**config.mk**
```make
export PLATFORM = sky130hd
export DESIGN_NAME = lssc_top
export DESIGN_NICKNAME = d
export VERILOG_FILES = /design/src/lssc_pkg.sv /design/src/lssc_top.sv /design/src/lssc_sample_check.sv
export SDC_FILE = /design/constraint.sdc
export NUM_CORES = 1
export LEC_CHECK = 0
export ABC_CLOCK_PERIOD_IN_PS = 3300
export BUFFER_PORTS_ARGS = -buffer_cell sky130_fd_sc_hd__buf_2
export CAP_MARGIN = 20
export CORE_AREA = 3 3 565 567
export CTS_CLUSTER_SIZE = 10
export DETAILED_ROUTE_END_ITERATION = 8
export DIE_AREA = 0 0 568 570
export GPL_TIMING_DRIVEN = 0
export MAX_ROUTING_LAYER = met4
export PLACE_DENSITY = 0.3
export SYNTH_ARGS = -nofsm -noshare
export SYNTH_HDL_FRONTEND = slang
export SYNTH_SLANG_ARGS = --single-unit
```
**constraint.sdc**
```tcl
create_clock -name i_clk -period 3.3 [get_ports i_clk]
set_input_delay 0.495 -clock i_clk [delete_from_list [all_inputs] [get_ports i_clk]]
set_output_delay 0.495 -clock i_clk [all_outputs]
set_load 0.01 [all_outputs]
```
**src/lssc_pkg.sv**
```systemverilog
// Purpose: shared constants and carriers for lane snapshot and sample check
// Assumes: byte-wide register port, registers at their printed addresses
// Notes: lane and sample carriers are packed for simple port lists
package lssc_pkg;
    localparam int unsigned LANES = 8;
    localparam int unsigned LANE_W = 40;
    localparam int unsigned CONVS = 4;
    localparam int unsigned SAMPLES = 16;
    localparam int unsigned SAMPLE_W = 16;
    localparam int unsigned ADDR_W = 12;

    localparam logic [11:0] ADDR_CAP_CTRL = 12'h31e;
    localparam logic [11:0] ADDR_CAP_BYTE0 = 12'h31f;
    localparam logic [11:0] ADDR_CAP_BYTE1 = 12'h320;
    localparam logic [11:0] ADDR_CAP_BYTE2 = 12'h321;
    localparam logic [11:0] ADDR_CAP_BYTE3 = 12'h322;
    localparam logic [11:0] ADDR_CAP_BYTE4 = 12'h323;
    localparam logic [11:0] ADDR_CHK_CTRL = 12'h32c;
    localparam logic [11:0] ADDR_CHK_STAT = 12'h32f;

    // lane capture control fields
    localparam int unsigned CAP_TRIG_BIT = 0;
    localparam int unsigned CAP_MODE_BIT = 1;
    localparam int unsigned CAP_SEL_LSB = 2;
    localparam int unsigned CAP_SEL_W = 3;
    localparam logic [4:0] CAP_CTRL_RST = 5'h00;
    localparam logic [39:0] CAP_DATA_RST = 40'h00_0000_0000;

    // sample check control fields
    localparam int unsigned CHK_EN_BIT = 0;
    localparam int unsigned CHK_CLR_BIT = 1;
    localparam int unsigned CHK_CONV_LSB = 2;
    localparam int unsigned CHK_IDX_LSB = 4;
    localparam logic [7:0] CHK_CTRL_RST = 8'h00;

    typedef struct packed {
        logic [LANE_W-1:0] data;
        logic bit_err;
    } lssc_lane_s;

    typedef logic [CONVS-1:0][SAMPLES-1:0][SAMPLE_W-1:0] lssc_samples_t;

    typedef struct packed {
        logic [ADDR_W-1:0] addr;
        logic wr;
        logic rd;
        logic [7:0] wdata;
    } lssc_reg_req_s;
endpackage

```
**src/lssc_top.sv**
```systemverilog
// Purpose: lane snapshot capture and single sample check, with their registers
// Assumes: lane data, error strobes and samples arrive on i_clk
// Notes: byte register port; reads answer one cycle after the request
`timescale 1ns/100ps
module lssc_top
#(
    parameter int unsigned LANE_W = lssc_pkg::LANE_W
)
(
    input wire logic i_clk,                         // link receive clock, 100 MHz
    input wire logic i_rst_n,                       // async reset, active low
    input wire lssc_pkg::lssc_reg_req_s i_reg,      // register request
    output logic [7:0] o_reg_rdata,                 // read data, registered
    input wire lssc_pkg::lssc_lane_s [7:0] i_lanes, // per-lane data and error
    input wire lssc_pkg::lssc_samples_t i_samples,  // received converter samples
    input wire logic i_samples_valid,               // samples present
    input wire logic [15:0] i_ref_sample,           // reference sample
    output logic [39:0] o_captured_lane_word,       // snapshot
    output logic o_sample_check_mismatch_flag       // check fail flag
);
    if (LANE_W != lssc_pkg::LANE_W)
        $error("lane width must match the 40-bit snapshot");

    logic [4:0] cap_ctrl_r;
    logic [7:0] chk_ctrl_r;
    logic [39:0] snap_r;
    logic [7:0] rdata_r;
    logic [7:0] rdata_nxt;
    logic chk_clear;
    logic cap_wr;
    logic sw_edge;
    logic err_hit;
    logic cap_fire;
    logic [2:0] lane_sel;
    logic trig_mode;
    logic [39:0] sel_data;
    logic sel_err;

    assign lane_sel = cap_ctrl_r[lssc_pkg::CAP_SEL_LSB +: lssc_pkg::CAP_SEL_W];
    assign trig_mode = cap_ctrl_r[lssc_pkg::CAP_MODE_BIT];
    // full 3-bit code indexes all eight lanes
    assign sel_data = i_lanes[lane_sel].data;
    assign sel_err = i_lanes[lane_sel].bit_err;

    assign cap_wr = i_reg.wr && (i_reg.addr == lssc_pkg::ADDR_CAP_CTRL);
    // edge is taken from the write itself, so no extra cycle of latency
    assign sw_edge = cap_wr && i_reg.wdata[lssc_pkg::CAP_TRIG_BIT]
        && !cap_ctrl_r[lssc_pkg::CAP_TRIG_BIT];
    assign err_hit = trig_mode && sel_err;
    assign cap_fire = trig_mode ? err_hit : sw_edge;

    always_ff @(posedge i_clk or negedge i_rst_n)
    begin
        if (!i_rst_n)
            cap_ctrl_r <= lssc_pkg::CAP_CTRL_RST;
        else if (cap_wr)
            cap_ctrl_r <= i_reg.wdata[4:0];
    end

    // clear bit is stored as written; the write of a 1 or a rise of the enable bit clears the result
    always_ff @(posedge i_clk or negedge i_rst_n)
    begin
        if (!i_rst_n)
            chk_ctrl_r <= lssc_pkg::CHK_CTRL_RST;
        else if (i_reg.wr && i_reg.addr == lssc_pkg::ADDR_CHK_CTRL)
            chk_ctrl_r <= i_reg.wdata;
    end

    assign chk_clear = i_reg.wr && (i_reg.addr == lssc_pkg::ADDR_CHK_CTRL)
        && i_reg.wdata[lssc_pkg::CHK_CLR_BIT];

    always_ff @(posedge i_clk or negedge i_rst_n)
    begin
        if (!i_rst_n)
            snap_r <= lssc_pkg::CAP_DATA_RST;
        else if (cap_fire)
            snap_r <= sel_data;
    end

    always_comb
    begin
        rdata_nxt = 8'h00;
        case (i_reg.addr)
            lssc_pkg::ADDR_CAP_CTRL: rdata_nxt = {3'h0, cap_ctrl_r};
            lssc_pkg::ADDR_CAP_BYTE0: rdata_nxt = snap_r[7:0];
            lssc_pkg::ADDR_CAP_BYTE1: rdata_nxt = snap_r[15:8];
            lssc_pkg::ADDR_CAP_BYTE2: rdata_nxt = snap_r[23:16];
            lssc_pkg::ADDR_CAP_BYTE3: rdata_nxt = snap_r[31:24];
            lssc_pkg::ADDR_CAP_BYTE4: rdata_nxt = snap_r[39:32];
            lssc_pkg::ADDR_CHK_CTRL: rdata_nxt = chk_ctrl_r;
            lssc_pkg::ADDR_CHK_STAT: rdata_nxt = {7'h00, o_sample_check_mismatch_flag};
            default: rdata_nxt = 8'h00;
        endcase
    end

    always_ff @(posedge i_clk or negedge i_rst_n)
    begin
        if (!i_rst_n)
            rdata_r <= 8'h00;
        else if (i_reg.rd)
            rdata_r <= rdata_nxt;
    end

    assign o_reg_rdata = rdata_r;
    assign o_captured_lane_word = snap_r;

    lssc_sample_check u_check
    (
        .i_clk(i_clk),
        .i_rst_n(i_rst_n),
        .i_enable(chk_ctrl_r[lssc_pkg::CHK_EN_BIT]),
        .i_clear(chk_clear),
        .i_sample_idx(chk_ctrl_r[lssc_pkg::CHK_IDX_LSB +: 4]),
        .i_conv_idx(chk_ctrl_r[lssc_pkg::CHK_CONV_LSB +: 2]),
        .i_samples(i_samples),
        .i_samples_valid(i_samples_valid),
        .i_ref_sample(i_ref_sample),
        .o_mismatch_flag(o_sample_check_mismatch_flag)
    );
endmodule

```
**src/lssc_sample_check.sv**
```systemverilog
// Purpose: compare one chosen converter sample with a reference sample
// Assumes: samples and valid are synchronous to i_clk
// Notes: mismatch flag is sticky; a new mismatch beats a clear
`timescale 1ns/100ps
module lssc_sample_check
(
    input wire logic i_clk,                    // link receive clock
    input wire logic i_rst_n,                  // async reset, active low
    input wire logic i_enable,                 // check running
    input wire logic i_clear,                  // one-cycle result clear
    input wire logic [3:0] i_sample_idx,       // sample within frame
    input wire logic [1:0] i_conv_idx,         // converter channel
    input wire lssc_pkg::lssc_samples_t i_samples, // received samples
    input wire logic i_samples_valid,          // samples present this cycle
    input wire logic [15:0] i_ref_sample,      // expected sample
    output logic o_mismatch_flag               // sticky fail flag
);
    logic en_r;
    logic flag_r;
    logic [15:0] picked;
    logic miss;
    logic restart;

    assign picked = i_samples[i_conv_idx][i_sample_idx];
    assign miss = i_enable && i_samples_valid && (picked != i_ref_sample);
    assign restart = i_enable && !en_r;

    always_ff @(posedge i_clk or negedge i_rst_n)
    begin
        if (!i_rst_n)
            en_r <= 1'b0;
        else
            en_r <= i_enable;
    end

    // set wins over clear so a mismatch in the clear cycle survives
    always_ff @(posedge i_clk or negedge i_rst_n)
    begin
        if (!i_rst_n)
            flag_r <= 1'b0;
        else if (miss)
            flag_r <= 1'b1;
        else if (i_clear || restart)
            flag_r <= 1'b0;
    end

    assign o_mismatch_flag = flag_r;
endmodule

```
# After elaboration in Yosys (flattened, before gate mapping)
# Cells that the tools add are included.
dict set report classes {
  order_cmp 3
  eq_ne 9
  muxes 10
  n_reduce_logical 13
}
# op n
set ops {}
lappend ops {{$bmux W256 S2} 1}
lappend ops {{$mux W256} 1}
lappend ops {{$bmux W41 S3} 1}
lappend ops {{$eq A12 B10 Y1 const B} 8}
lappend ops {{$bmux W16 S4} 1}
lappend ops {{$pmux W8 S8} 1}
lappend ops {{$mux W41} 1}
lappend ops {{$mux W16} 1}
lappend ops {{$ne A16 B16 Y1} 1}
lappend ops {{$logic_and A1 B1 Y1} 9}
lappend ops {{$lt A4 B5 Y1 const B} 1}
lappend ops {{$lt A3 B4 Y1 const B} 1}
lappend ops {{$lt A2 B3 Y1 const B} 1}
lappend ops {{$mux W1} 3}
lappend ops {{$logic_not A1 Y1} 2}
lappend ops {{$reduce_bool A2 Y1} 1}
lappend ops {{$logic_or A1 B1 Y1} 1}
dict set report word_totals {
  register_bits 63
  input_bits 1393
  elab_cells 41
}

# Logic depth before layout (Yosys ltp)
# Gate-level depths: netlist of run 1.
dict set report logic_depth {
  ltp_word 7
  ltp_mapped 13
  mapped_depth_nobuf 8
}

# Hierarchy
# A second synthesis of run 1 with hierarchy kept.
dict set report unflattened {
  hier_cells 1097
  area_unflattened_um2 14201.1
}
# module instances cells_each area_each_um2 seq_area_each_um2
set by_module_without_submodules {}
lappend by_module_without_submodules {lssc_sample_check 1 732 8704.6 50.0}
lappend by_module_without_submodules {lssc_top 1 365 5496.5 1526.5}

# Worst setup path before layout of run 1
# Ideal clock, no wire load.
dict set report synth_timing {
  path_type {input -> register}
  start {input i_reg[21] in the netlist's numbering}
  end {register snap_r[0] (netlist: o_captured_lane_word[0])}
  t_arrival_ns 2.739
  path_slack_ns 0.435
  path_stages 8
  n_path_buf 1
  path_cell_list {or4_1 > or2_1 > or4_4 > nor3b_4 > nand2_2 > o21ai_2 > buf_2 > a21oi_1}
}
dict set report synth_between {
  elab_chain_len 5
}
# element line
set synth_lines {}
lappend synth_lines {{from (decl)} lssc_top.sv:12} ;# input wire lssc_pkg::lssc_reg_req_s i_reg,
lappend synth_lines {{$eq A12 B10 Y1} lssc_top.sv:45} ;# assign cap_wr = i_reg.wr && (i_reg.addr == lssc_pkg::ADDR_CAP_CTRL);
lappend synth_lines {{$logic_and A1 B1 Y1} lssc_top.sv:45}
lappend synth_lines {{$logic_and A1 B1 Y1} lssc_top.sv:47} ;# assign sw_edge = cap_wr && i_reg.wdata[lssc_pkg::CAP_TRIG_BIT]
lappend synth_lines {{$logic_and A1 B1 Y1} lssc_top.sv:48} ;# && !cap_ctrl_r[lssc_pkg::CAP_TRIG_BIT];
lappend synth_lines {{$mux W1} lssc_top.sv:50} ;# assign cap_fire = trig_mode ? err_hit : sw_edge;
lappend synth_lines {{to (signal assigned)} lssc_top.sv:75} ;# snap_r <= lssc_pkg::CAP_DATA_RST;
lappend synth_lines {{to (signal assigned)} lssc_top.sv:77} ;# snap_r <= sel_data;
lappend synth_lines {{to (decl)} lssc_top.sv:26} ;# logic [39:0] snap_r;
# Every way passes these cells.
# A chain may end at the register's enable or synchronous reset.

# Worst setup path in the final report of run 1
dict set report layout_timing {
  start {register chk_ctrl_r[3]}
  end {register u_check.flag_r (netlist: u_check.o_mismatch_flag)}
}
dict set report layout_between {
  elab_chain_len 7
}
# element line
set layout_lines {}
lappend layout_lines {{from (decl)} lssc_top.sv:25} ;# logic [7:0] chk_ctrl_r;
lappend layout_lines {{from (signal assigned)} lssc_top.sv:64} ;# chk_ctrl_r <= lssc_pkg::CHK_CTRL_RST;
lappend layout_lines {{from (signal assigned)} lssc_top.sv:66} ;# chk_ctrl_r <= i_reg.wdata;
lappend layout_lines {{$bmux W256 S2 *} lssc_sample_check.sv:24} ;# assign picked = i_samples[i_conv_idx][i_sample_idx];
lappend layout_lines {{$mux W256 (not written as such) *} lssc_sample_check.sv:24}
lappend layout_lines {{$bmux W16 S4 *} lssc_sample_check.sv:24}
lappend layout_lines {{$mux W16 (not written as such) *} lssc_sample_check.sv:24}
lappend layout_lines {{$ne A16 B16 Y1 *} lssc_sample_check.sv:25} ;# assign miss = i_enable && i_samples_valid && (picked != i_ref_sample);
lappend layout_lines {{$logic_and A1 B1 Y1 *} lssc_sample_check.sv:25}
lappend layout_lines {{$mux W1 or $reduce_bool A2 Y1 (tied branches)} --}
lappend layout_lines {{to (signal assigned)} lssc_sample_check.sv:40} ;# flag_r <= 1'b0;
lappend layout_lines {{to (signal assigned)} lssc_sample_check.sv:42} ;# flag_r <= 1'b1;
lappend layout_lines {{to (signal assigned)} lssc_sample_check.sv:44} ;# flag_r <= 1'b0;
lappend layout_lines {{to (decl)} lssc_sample_check.sv:19} ;# logic flag_r;
# Mark *: on every way between the ends. The rest lies on a longest branch, timed or not. The select of a mux whose other input is x is not followed.

==> results of run 1 <==
==> cell type report <==
type                       instances  area (um2)  area share (%)
antenna                          241       603.1           2.110
buffer                           124        1176           4.116
clock buffer                      12       266.5          0.9326
clock inverter                     4       28.78          0.1007
inverter                          14       57.56          0.2014
multi-input combinational        921       11560           40.46
sequential                        63        1580           5.530
tap                             4160        5205           18.21
timing repair buffer            1511        8097           28.33
==> through the flow <==
step           hold WS [ps]  instance area [um2]  setup WS, ps  setup TNS [ps]
3_5_place_dp          403.8                26660         -3645          -42220
3_3_place_gp          511.2                25900         -6723          -64720
6_report              329.7                28580        -767.7          -767.7
2_1_floorplan         199.4                13490         435.1               0
5_1_grt               338.7                28510        -844.6          -844.6
4_1_cts               289.4                27680         -1101           -1101
==> Yosys cell counts, drive strengths merged (8+ instances only) <==
cell type	count
a21oi	63
a221oi	14
a222oi	8
a22oi	31
buf	77
clkbuf	51
dfrtp	63
inv	11
mux2	15
mux2i	122
mux4	315
nand2	75
nand3	21
nor2	58
nor2b	9
o21ai	22
o22ai	34
xnor2	9
xor2	10
==> per-layer routing <==
metal  track usage (%)  vias up  share of wire (%)
met5                 -        -                  0
met1             18.27    10460                 34
met2             33.50     1873                 51
met3             7.893      478                 11
met4             4.605        0                3.6
li1                  -     8267                  -
==> power groups by stage <==
stage	Sequential [mW]	Combinational, mW	Clock (mW)
2_1_floorplan	0.851	0.563	0
3_3_place_gp	0.877	2.20	0
3_5_place_dp	0.877	2.24	0
4_1_cts	0.863	2.27	1.12
5_1_grt	0.862	2.32	1.13
6_report	0.860	2.22	1.06
==> flip-flops by register name (all words and copies together), names as in the netlist <==
signal                   count
u_check.o_mismatch_flag      1
u_check.en_r                 1
cap_ctrl_r                   5
chk_ctrl_r                   8
o_captured_lane_word        40
o_reg_rdata                  8
==> cells by family (layout without fill, tap and decap cells) <==
group / Yosys count / count (layout)
AOI/OAI and AO/OA: 231 / 231
xor gates and xnor gates: 19 / 19
buffers and inverters: 142 / 1665
DFF: 63 / 63
muxes: 452 / 452
other: 0 / 241
and+or+nand+nor: 219 / 219
==> worst paths after layout <==
check	startpoint	endpoint	slack, ps	cells past startpoint
worst max-delay path	chk_ctrl_r[3]	u_check.o_mismatch_flag	-770	14
worst min-delay path	i_reg[5]	chk_ctrl_r[5]	330	3
worst max register to register	chk_ctrl_r[3]	u_check.o_mismatch_flag	-770	14
worst min register to register	chk_ctrl_r[1]	chk_ctrl_r[1]	520	1
max in group asynchronous	i_rst_n	o_reg_rdata[5]	2110	3
min in group asynchronous	i_rst_n	cap_ctrl_r[3]	510	2
==> repair_timing <==
item,in CTS,in global routing
hold endpoints to repair,9,0
endpoints found under the setup margin,46,2
setup buffers,17,8
hold buffers,1,0
pin swaps,8,5
gates resized for setup,150,69
==> tightest hold or removal path, cell delays in order <==
cell and delay (ps):
buf_2 80, nand2_1 40, o21ai_0 60
==> impl_metrics.json, run 1 <==
{
  "status": "finished, violations left",
  "violations": "negative setup slack",
  "ys_ff_latch": 63,
  "power_frac_seq_pct": 20.8,
  "finalWorstSetupSlack_ps": -767.7,
  "fin_crit_ps": 4068,
  "power.switching_mw": 1.683,
  "synthMuxAreaShare_pct": 62.91,
  "power_frac_clock_pct": 25.6,
  "cts_made_buffers": 9,
  "cts_tree": "done",
  "grt-ovfl-total": 0,
  "avgSynthCellArea_um2": 11.98,
  "rsz0062_at_grt": "true",
  "grt_pass1_wl_um": 349900,
  "io_pins": 1442,
  "ant_nets": 0,
  "p_int_mw": 2.452,
  "htree_num_levels": 3,
  "vias_per_cell": 2.989,
  "synth_top_family_by_area": "multiplexers",
  "timing.slew.headroom_pct": 23.58,
  "antenna_found_initial": 434,
  "fin_total_pwr_mw": 4.135,
  "crit_required_ps": 3560,
  "drt-initial-drc-count": 1605,
  "ir_drop_uv": 258.0,
  "std_cell_rows": 206,
  "end_kind": "flip-flop",
  "final_nets": 4037,
  "tightest_slew_ps": 1146,
  "drc": 0,
  "fmax_mhz": 245.8,
  "cap_violations": 0,
  "fill_cells": 36820,
  "cp_data_arrival_time_ps": 4330,
  "combPwrFrac_pct": 53.6,
  "grt_pass1_vias": 21560,
  "cp_cell_sequence": "buf_12 > buf_6 > buf_4 > buf_4 > buf_12 > mux2i_1 > a221oi_1 > a21oi_1 > and4_1 > nor3_4 > o211ai_1 > nor4_2 > buf_4 > a31oi_2",
  "leakage_nw": 11.03,
  "ys_types": 59,
  "synthFlopType": "dfrtp_1",
  "synth_edf_count": 0,
  "port-buffer-count": 1440,
  "synth_area_leader_cell": "mux4_2",
  "crit_type": "flip-flop to flip-flop",
  "netlist_instances": 1126,
  "area_delta_synth_final_pct": 111.9,
  "grt.total_usage_pct": 18.57,
  "layout_commonest_cell": "buf_2",
  "drive_above_1_share_pct": 75.73,
  "yosys.area_share.simple_pct": 7.867,
  "worst_setup_path_start_kind": "flip-flop",
  "cp_top_family": "buffers and inverters",
  "hp-class": "input port to flip-flop",
  "synth_area_leaders": "mux4_2 53%, dfrtp_1 12%, mux2i_1 9.1%, a21oi_1 2.3%, nand2_1 2.1%",
  "die_w_um": 568,
  "wl_um": 304500,
  "clock_skew_ps": 14.03,
  "cts_root_buf": "clkbuf_16",
  "die-height_um": 570,
  "min_period_over_period_pct": 123.3,
  "final_cell_mix": "1,452 x buf_2, 315 x mux4_2, 110 x mux2i_1, 73 x nand2_1, 63 x a21oi_1",
  "placed_cells_incl_taps": 6771,
  "worstPathMaxFanout": 10,
  "synth_top_cell_area_share_pct": 52.60,
  "start_util_pct": 4.285,
  "clock_sinks": 63,
  "cp_common_cell": "buf_4",
  "synth_xor_area_share_pct": 1.234,
  "synth_compound_area_share_pct": 11.56,
  "dieArea_mm2": 0.3238,
  "yosysSeqAreaShare_pct": 11.69,
  "clkTransAtPathRegs_ps": 70,
  "clock_latency_ps": 400,
  "syn_area_mm2": 0.01349,
  "stdcell_count": 7050,
  "hold_viol": 0,
  "async_flop_share_pct": 100.0,
  "setup_viol": 1,
  "firstDrtPassIters": 7,
  "wl_per_cell_um": 43.20,
  "crit_slowest_cell": "dfrtp_2",
  "switching_share_pct": 40.71,
  "power.density_mw_per_mm2": 144.7,
  "grt_max_degree": 55,
  "synth_fa_ha_area_share_pct": 0,
  "finalWeightedCongestion": 0.9076,
  "core_mm2": 0.3147,
  "crit_path_max_incr_delay_ps": 440,
  "slew_viol_final": 0,
  "final_core_util_pct": 9.081,
  "dpl.hpwl_um": 282600,
  "yosys_warnings": 0,
  "via_count": 21070,
  "cts_buffer_depth": 2,
  "path_buf_inv": 6,
  "syn_nets": 2519
}
No activity file was read; power rests on OpenSTA's default activity.
==> run 2, diff against run 1 <==
--- a/config.mk
+++ b/config.mk
@@ -5,16 +5,17 @@
 export SDC_FILE = /design/constraint.sdc
 export NUM_CORES = 1
 export LEC_CHECK = 0
-export ABC_CLOCK_PERIOD_IN_PS = 3300
+export ABC_CLOCK_PERIOD_IN_PS = 5100
 export BUFFER_PORTS_ARGS = -buffer_cell sky130_fd_sc_hd__buf_2
 export CAP_MARGIN = 20
-export CORE_AREA = 3 3 565 567
+export CORE_AREA = 3 3 560 562
 export CTS_CLUSTER_SIZE = 10
 export DETAILED_ROUTE_END_ITERATION = 8
-export DIE_AREA = 0 0 568 570
+export DIE_AREA = 0 0 563 565
 export GPL_TIMING_DRIVEN = 0
 export MAX_ROUTING_LAYER = met4
 export PLACE_DENSITY = 0.3
+export REMOVE_ABC_BUFFERS = 1
 export SYNTH_ARGS = -nofsm -noshare
 export SYNTH_HDL_FRONTEND = slang
 export SYNTH_SLANG_ARGS = --single-unit
==> constraint.sdc (replaced) <==
create_clock -name i_clk -period 5.1 [get_ports i_clk]
set_input_delay 0.765 -clock i_clk [delete_from_list [all_inputs] [get_ports i_clk]]
set_output_delay 0.765 -clock i_clk [all_outputs]
set_load 0.01 [all_outputs]
==> run 2 against run 1 <==
Largest cell class unchanged. Critical path depth down 2. Combinational power shrank 39%. Clock-buffer cell count is 3 lower. Clock power is 28% lower. Final cell count decreased by 3.1%. Global-route usage decreased by 2.8 points. Clock skew shrank 5.1 ps. Sequential power decreased by 36%. Largest power group unchanged. The run now ends clean. Design area fell by 4.7%. Core utilization down 0.26 points.
==> impl_metrics.json, run 2 (synthesis results as in run 1) <==
{
  "wl_per_cell_um": 37.49,
  "fin_area_mm2": 0.02724,
  "stdcell_count": 6832,
  "postCtsHoldBufs": 0,
  "grt_max_degree": 61,
  "drive_above_1_share_pct": 74.96,
  "status": "finished clean",
  "reg2reg_slack_ps": 210,
  "wl_um": 256100,
  "dieArea_mm2": 0.3181,
  "rr_startpoint": "chk_ctrl_r[3]",
  "die_w_um": 563,
  "cts_tree": "done",
  "crit_required_ps": 5280,
  "via_count": 19980,
  "slew_viol_final": 0,
  "end_kind": "flip-flop",
  "rr_endpoint": "u_check.o_mismatch_flag",
  "power.density_mw_per_mm2": 98.08,
  "firstDrtPassIters": 6,
  "leakage_nw": 10.33,
  "cp_cell_sequence": "buf_16 > buf_16 > buf_16 > mux2i_1 > a22o_1 > o31ai_1 > o2111ai_2 > xor2_1 > nand4b_1 > nor4_4 > buf_6 > a31oi_1",
  "dpl.hpwl_um": 239300,
  "area_delta_synth_final_pct": 102.0,
  "path_buf_inv": 4,
  "rsz0062_at_grt": "false",
  "std_cell_rows": 204,
  "htree_num_levels": 3,
  "cp_data_arrival_time_ps": 5070,
  "crit_path_max_incr_delay_ps": 880,
  "hp-class": "input port to async pin",
  "setup_viol": 0,
  "r2r_cells": 12,
  "crit_path_end": "u_check.o_mismatch_flag",
  "grt_pass1_vias": 20260,
  "crit_slowest_cell": "dfrtp_4",
  "crit_type": "flip-flop to flip-flop",
  "cap_violations": 0,
  "grt_pass1_wl_um": 296800,
  "cp_num_cells": 12,
  "cp-startpoint": "chk_ctrl_r[3]",
  "place_area_mm2": 0.02634,
  "cts_made_buffers": 9,
  "timing.slew.headroom_pct": 19.06,
  "grt-ovfl-total": 0,
  "clock_sinks": 63,
  "tns_ps": 0,
  "worstPathMaxFanout": 60,
  "clock_skew_ps": 8.962,
  "tightest_slew_ps": 1203,
  "worst_setup_path_start_kind": "flip-flop",
  "start_util_pct": 4.367,
  "worst_hold_slack_ps": 331.6,
  "clkTransAtPathRegs_ps": 70,
  "core_mm2": 0.3088,
  "die-height_um": 565,
  "largest_reg_flops": 40,
  "fin_crit_ps": 4889,
  "final_nets": 3888,
  "hold_viol": 0,
  "clock_latency_ps": 390,
  "antenna_found_initial": 367,
  "io_pins": 1442,
  "ant_nets": 0,
  "cp_top_family": "buffers and inverters",
  "drt-initial-drc-count": 1612,
  "layout_commonest_cell": "buf_2",
  "drc": 0,
  "vias_per_cell": 2.924,
  "finalWorstSetupSlack_ps": 210.9,
  "fmax_mhz": 204.5,
  "pre_cts_slack_ps": -426.7,
  "ir_drop_uv": 123.3,
  "finalWeightedCongestion": 0.8987,
  "cts_buffer_depth": 2,
  "final_cell_mix": "1,440 x buf_2, 315 x mux4_2, 121 x mux2i_1, 74 x nand2_1, 61 x a21oi_1",
  "cp_common_cell": "buf_16",
  "fin_total_pwr_mw": 2.672,
  "placed_cells_incl_taps": 6602,
  "port-buffer-count": 1441,
  "cts_root_buf": "clkbuf_16",
  "final_core_util_pct": 8.822,
  "grt.total_usage_pct": 15.75,
  "min_period_over_period_pct": 95.86
}
run 2: worst min-delay path by stage:
stage	start	endpoint	slack, ps
after CTS	i_rst_n	o_captured_lane_word[17]	320
after detailed placement	chk_ctrl_r[1]	chk_ctrl_r[1]	510
final	i_rst_n	o_captured_lane_word[17]	330
after global routing	i_rst_n	o_captured_lane_word[17]	340
after floorplan	chk_ctrl_r[0]	u_check.en_r	390
after global placement	chk_ctrl_r[1]	chk_ctrl_r[1]	500
run 2: final cells by class:
| cell class | instances | area [um2] |
|---|---|---|
| antenna | 212 | 530.5 |
| clock buffer | 9 | 225.2 |
| sequential | 63 | 1608 |
| fill | 36230 | 281600 |
| multi-input combinational | 921 | 11410 |
| timing repair buffer | 1486 | 8155 |
| tap | 4120 | 5155 |
| inverter | 14 | 58.81 |
| clock inverter | 7 | 103.9 |
run 2: power by group:
part	switching [mW]	leakage (nW)	internal, mW	total (mW)
registers	0.0326	0.832	0.519	0.551
clock network	0.326	0.156	0.435	0.762
logic	0.680	9.34	0.679	1.36
run 2: repair_timing:
| action | in CTS | in global routing |
|---|---|---|
| resized for setup | 5 | 1 |
| endpoints found under the setup margin | 1 | 1 |
| buffers inserted | 1 | 0 |
| pin swaps | 0 | 0 |
run 2: layer usage:
layer,vias to the layer above,share of wire (%),routed length [um],global-route usage (%)
li1,7935,-,-,-
met1,9926,37,93680,16.81
met2,1775,48,122300,26.34
met3,344,13,34080,8.014
met4,0,2.4,6085,2.680
met5,-,0,0,-
==> run 3, diff against run 2 <==
--- a/config.mk
+++ b/config.mk
@@ -8,14 +8,15 @@
 export ABC_CLOCK_PERIOD_IN_PS = 5100
 export BUFFER_PORTS_ARGS = -buffer_cell sky130_fd_sc_hd__buf_2
 export CAP_MARGIN = 20
-export CORE_AREA = 3 3 560 562
+export CORE_AREA = 3 3 567 569
 export CTS_CLUSTER_SIZE = 10
 export DETAILED_ROUTE_END_ITERATION = 8
-export DIE_AREA = 0 0 563 565
+export DIE_AREA = 0 0 570 572
 export GPL_TIMING_DRIVEN = 0
 export MAX_ROUTING_LAYER = met4
 export PLACE_DENSITY = 0.3
 export REMOVE_ABC_BUFFERS = 1
 export SYNTH_ARGS = -nofsm -noshare
 export SYNTH_HDL_FRONTEND = slang
+export SYNTH_HIERARCHICAL = 1
 export SYNTH_SLANG_ARGS = --single-unit
==> run 3 against run 2 <==
Die area grew 2.5%. Worst setup slack gained 180 ps. Sequential share of layout area fell by 0.11 points. Total power fell by 6.5%. Clock power rose by 3.8%. Routed wire length decreased by 3.1%. Non-clock buffer count down 4. Highest routed layer unchanged.
==> impl_metrics.json, run 3 <==
{
  "ir_drop_uv": 179.2,
  "slew_viol_final": 0,
  "cp_top_family": "compound AO/OA/AOI/OAI gates",
  "finalWeightedCongestion": 0.9322,
  "postCtsHoldBufs": 0,
  "synth_edf_count": 0,
  "cp-startpoint": "chk_ctrl_r[2]",
  "drc": 0,
  "finalWorstSetupSlack_ps": 390.4,
  "vias_per_cell": 2.912,
  "worst_hold_slack_ps": 310.3,
  "ys_types": 63,
  "cts_root_buf": "clkbuf_16",
  "port-buffer-count": 1441,
  "dpl.hpwl_um": 231500,
  "io_pins": 1442,
  "fmax_mhz": 212.3,
  "clock_skew_ps": 24.34,
  "cts_made_buffers": 9,
  "wl_um": 248200,
  "end_kind": "flip-flop",
  "layout_commonest_cell": "buf_2",
  "synth_area_leaders": "mux4_2 49%, dfrtp_1 11%, mux2i_1 6.1%, mux2_2 5.2%, mux2_4 4.2%",
  "die-height_um": 572,
  "cp_data_arrival_time_ps": 4980,
  "tightest_slew_ps": 1054,
  "firstDrtPassIters": 5,
  "start_util_pct": 4.476,
  "fill_cells": 37090,
  "crit_required_ps": 5370,
  "clkTransAtPathRegs_ps": 80,
  "grt_max_degree": 69,
  "wl_per_cell_um": 36.14,
  "clock_latency_ps": 410,
  "status": "finished clean",
  "cp_common_cell": "buf_16",
  "synthFlopType": "dfrtp_1",
  "grt-ovfl-total": 0,
  "core_mm2": 0.3173,
  "grt_pass1_wl_um": 287400,
  "std_cell_rows": 207,
  "cts_tree": "done",
  "die_w_um": 570,
  "htree_num_levels": 3,
  "power.density_mw_per_mm2": 89.88,
  "cts_buffer_depth": 2,
  "grt_pass1_vias": 19870,
  "clock_sinks": 63,
  "hp-class": "input port to async pin",
  "via_count": 19990,
  "crit_slowest_cell": "a211oi_2",
  "fin_total_pwr_mw": 2.499,
  "ant_nets": 0,
  "async_flop_share_pct": 100.0,
  "fin_crit_ps": 4710,
  "crit_path_max_incr_delay_ps": 640,
  "tns_ps": 0,
  "largest_reg_flops": 40,
  "drt-initial-drc-count": 1478,
  "worst_setup_path_start_kind": "flip-flop",
  "place_area_mm2": 0.02683,
  "area_delta_synth_final_pct": 95.78,
  "netlist_instances": 1097,
  "final_nets": 3851,
  "yosysSeqAreaShare_pct": 11.10,
  "syn_area_mm2": 0.01420,
  "timing.slew.headroom_pct": 29.48,
  "yosysMostFrequentCell": "mux4_2",
  "final_cell_mix": "1,440 x buf_2, 308 x mux4_2, 87 x mux2i_1, 66 x mux2_2, 54 x dfrtp_1",
  "fin_area_mm2": 0.02780,
  "worstPathMaxFanout": 45,
  "grt.total_usage_pct": 14.92,
  "cp_cell_sequence": "buf_16 > buf_16 > buf_16 > mux4_2 > a22oi_1 > nand2_1 > xnor2_1 > a211oi_2 > or4_1 > nor4_1 > a31oi_1",
  "crit_type": "flip-flop to flip-flop",
  "setup_viol": 0,
  "drive_above_1_share_pct": 78.89,
  "final-seq-area_mm2": 0.001610,
  "min_period_over_period_pct": 92.35,
  "multiInputGateArea_mm2": 0.01192,
  "synth_common_cells": "308 x mux4_2, 87 x mux2i_1, 66 x mux2_2",
  "cp_num_cells": 11,
  "dieArea_mm2": 0.3260,
  "yosys_warnings": 6,
  "leakage_nw": 10.29,
  "hold_viol": 0,
  "r2r_cells": 11,
  "cap_violations": 0,
  "avgSynthCellArea_um2": 12.95,
  "rr_startpoint": "chk_ctrl_r[2]",
  "synth_area_leader_cell": "mux4_2",
  "synth_top_cell_area_share_pct": 48.85,
  "ys_ff_latch": 63,
  "pre_cts_slack_ps": -309.8,
  "antenna_found_initial": 459,
  "path_buf_inv": 3,
  "rsz0062_at_grt": "false"
}
==> run 3: logic make-up (layout without fill, tap and decap cells) <==
logic type / count (synthesis) / in the layout / synth area share (%)
AO/OA/AOI/OAI: 207 / 207 / 10.33
XOR/XNOR: 28 / 28 / 1.727
buffers and inverters: 146 / 1512 / 5.559
flip-flops: 63 / 63 / 11.10
multiplexers: 507 / 507 / 65.55
other: 0 / 223 / 0
AND/OR/NAND/NOR: 146 / 146 / 5.727
==> run 3: worst paths after layout <==
check	to	slack (ps)
worst max-delay path	u_check/o_mismatch_flag	390
max in group asynchronous	chk_ctrl_r[2]	4070
worst max register to register	u_check/o_mismatch_flag	390
min in group i_clk	o_reg_rdata[7]	520
worst min register to register	o_reg_rdata[7]	520
worst min-delay path	o_captured_lane_word[13]	310
==> run 3: report_power, final <==
| group | internal, mW | switching [mW] | leakage, nW | total, mW |
|---|---|---|---|---|
| sequential | 0.510 | 0.0288 | 0.859 | 0.539 |
| clock | 0.435 | 0.356 | 0.158 | 0.791 |
| combinational | 0.660 | 0.509 | 9.28 | 1.17 |
==> run 3: per-stage QoR <==
step,cells,util (%)
6_report,6866,8.763
5_1_grt,6849,8.750
4_1_cts,6640,8.567
3_5_place_dp,6624,8.457
3_3_place_gp,6586,8.165
2_1_floorplan,965,-
==> run 3: final cells by class <==
class	count	share of cell area [%]
clock inverter	7	0.3690
clock buffer	9	0.8100
inverter	14	0.1935
timing repair buffer	1482	29.13
tap	4180	18.81
sequential	63	5.792
antenna	223	2.007
multi-input combinational	888	42.88
==> run 3: worst reg2reg max path, stage by stage, from the launching register on <==
cell and delay [ps]:
dfrtp_4 620, buf_16 260, buf_16 290, buf_16 400
mux4_2 690, a22oi_1 400, nand2_1 130, xnor2_1 150
a211oi_2 640, or4_1 490, nor4_1 140, a31oi_1 370
==> run 3: what timing repair did <==
| item | CTS | global route |
|---|---|---|
| cloned | 0 | 2 |
| endpoints found under the setup margin | 1 | 1 |
| buffers inserted | 0 | 0 |
| resized for setup | 5 | 1 |
==> run 3: per-layer routing <==
metal | GRT usage [%] | vias to the layer above | part of all wire (%)
li1 | - | 7856 | -
met1 | 14.83 | 9701 | 35
met2 | 23.67 | 1868 | 46
met3 | 9.350 | 569 | 15
met4 | 5.378 | 0 | 4.4
met5 | - | - | 0
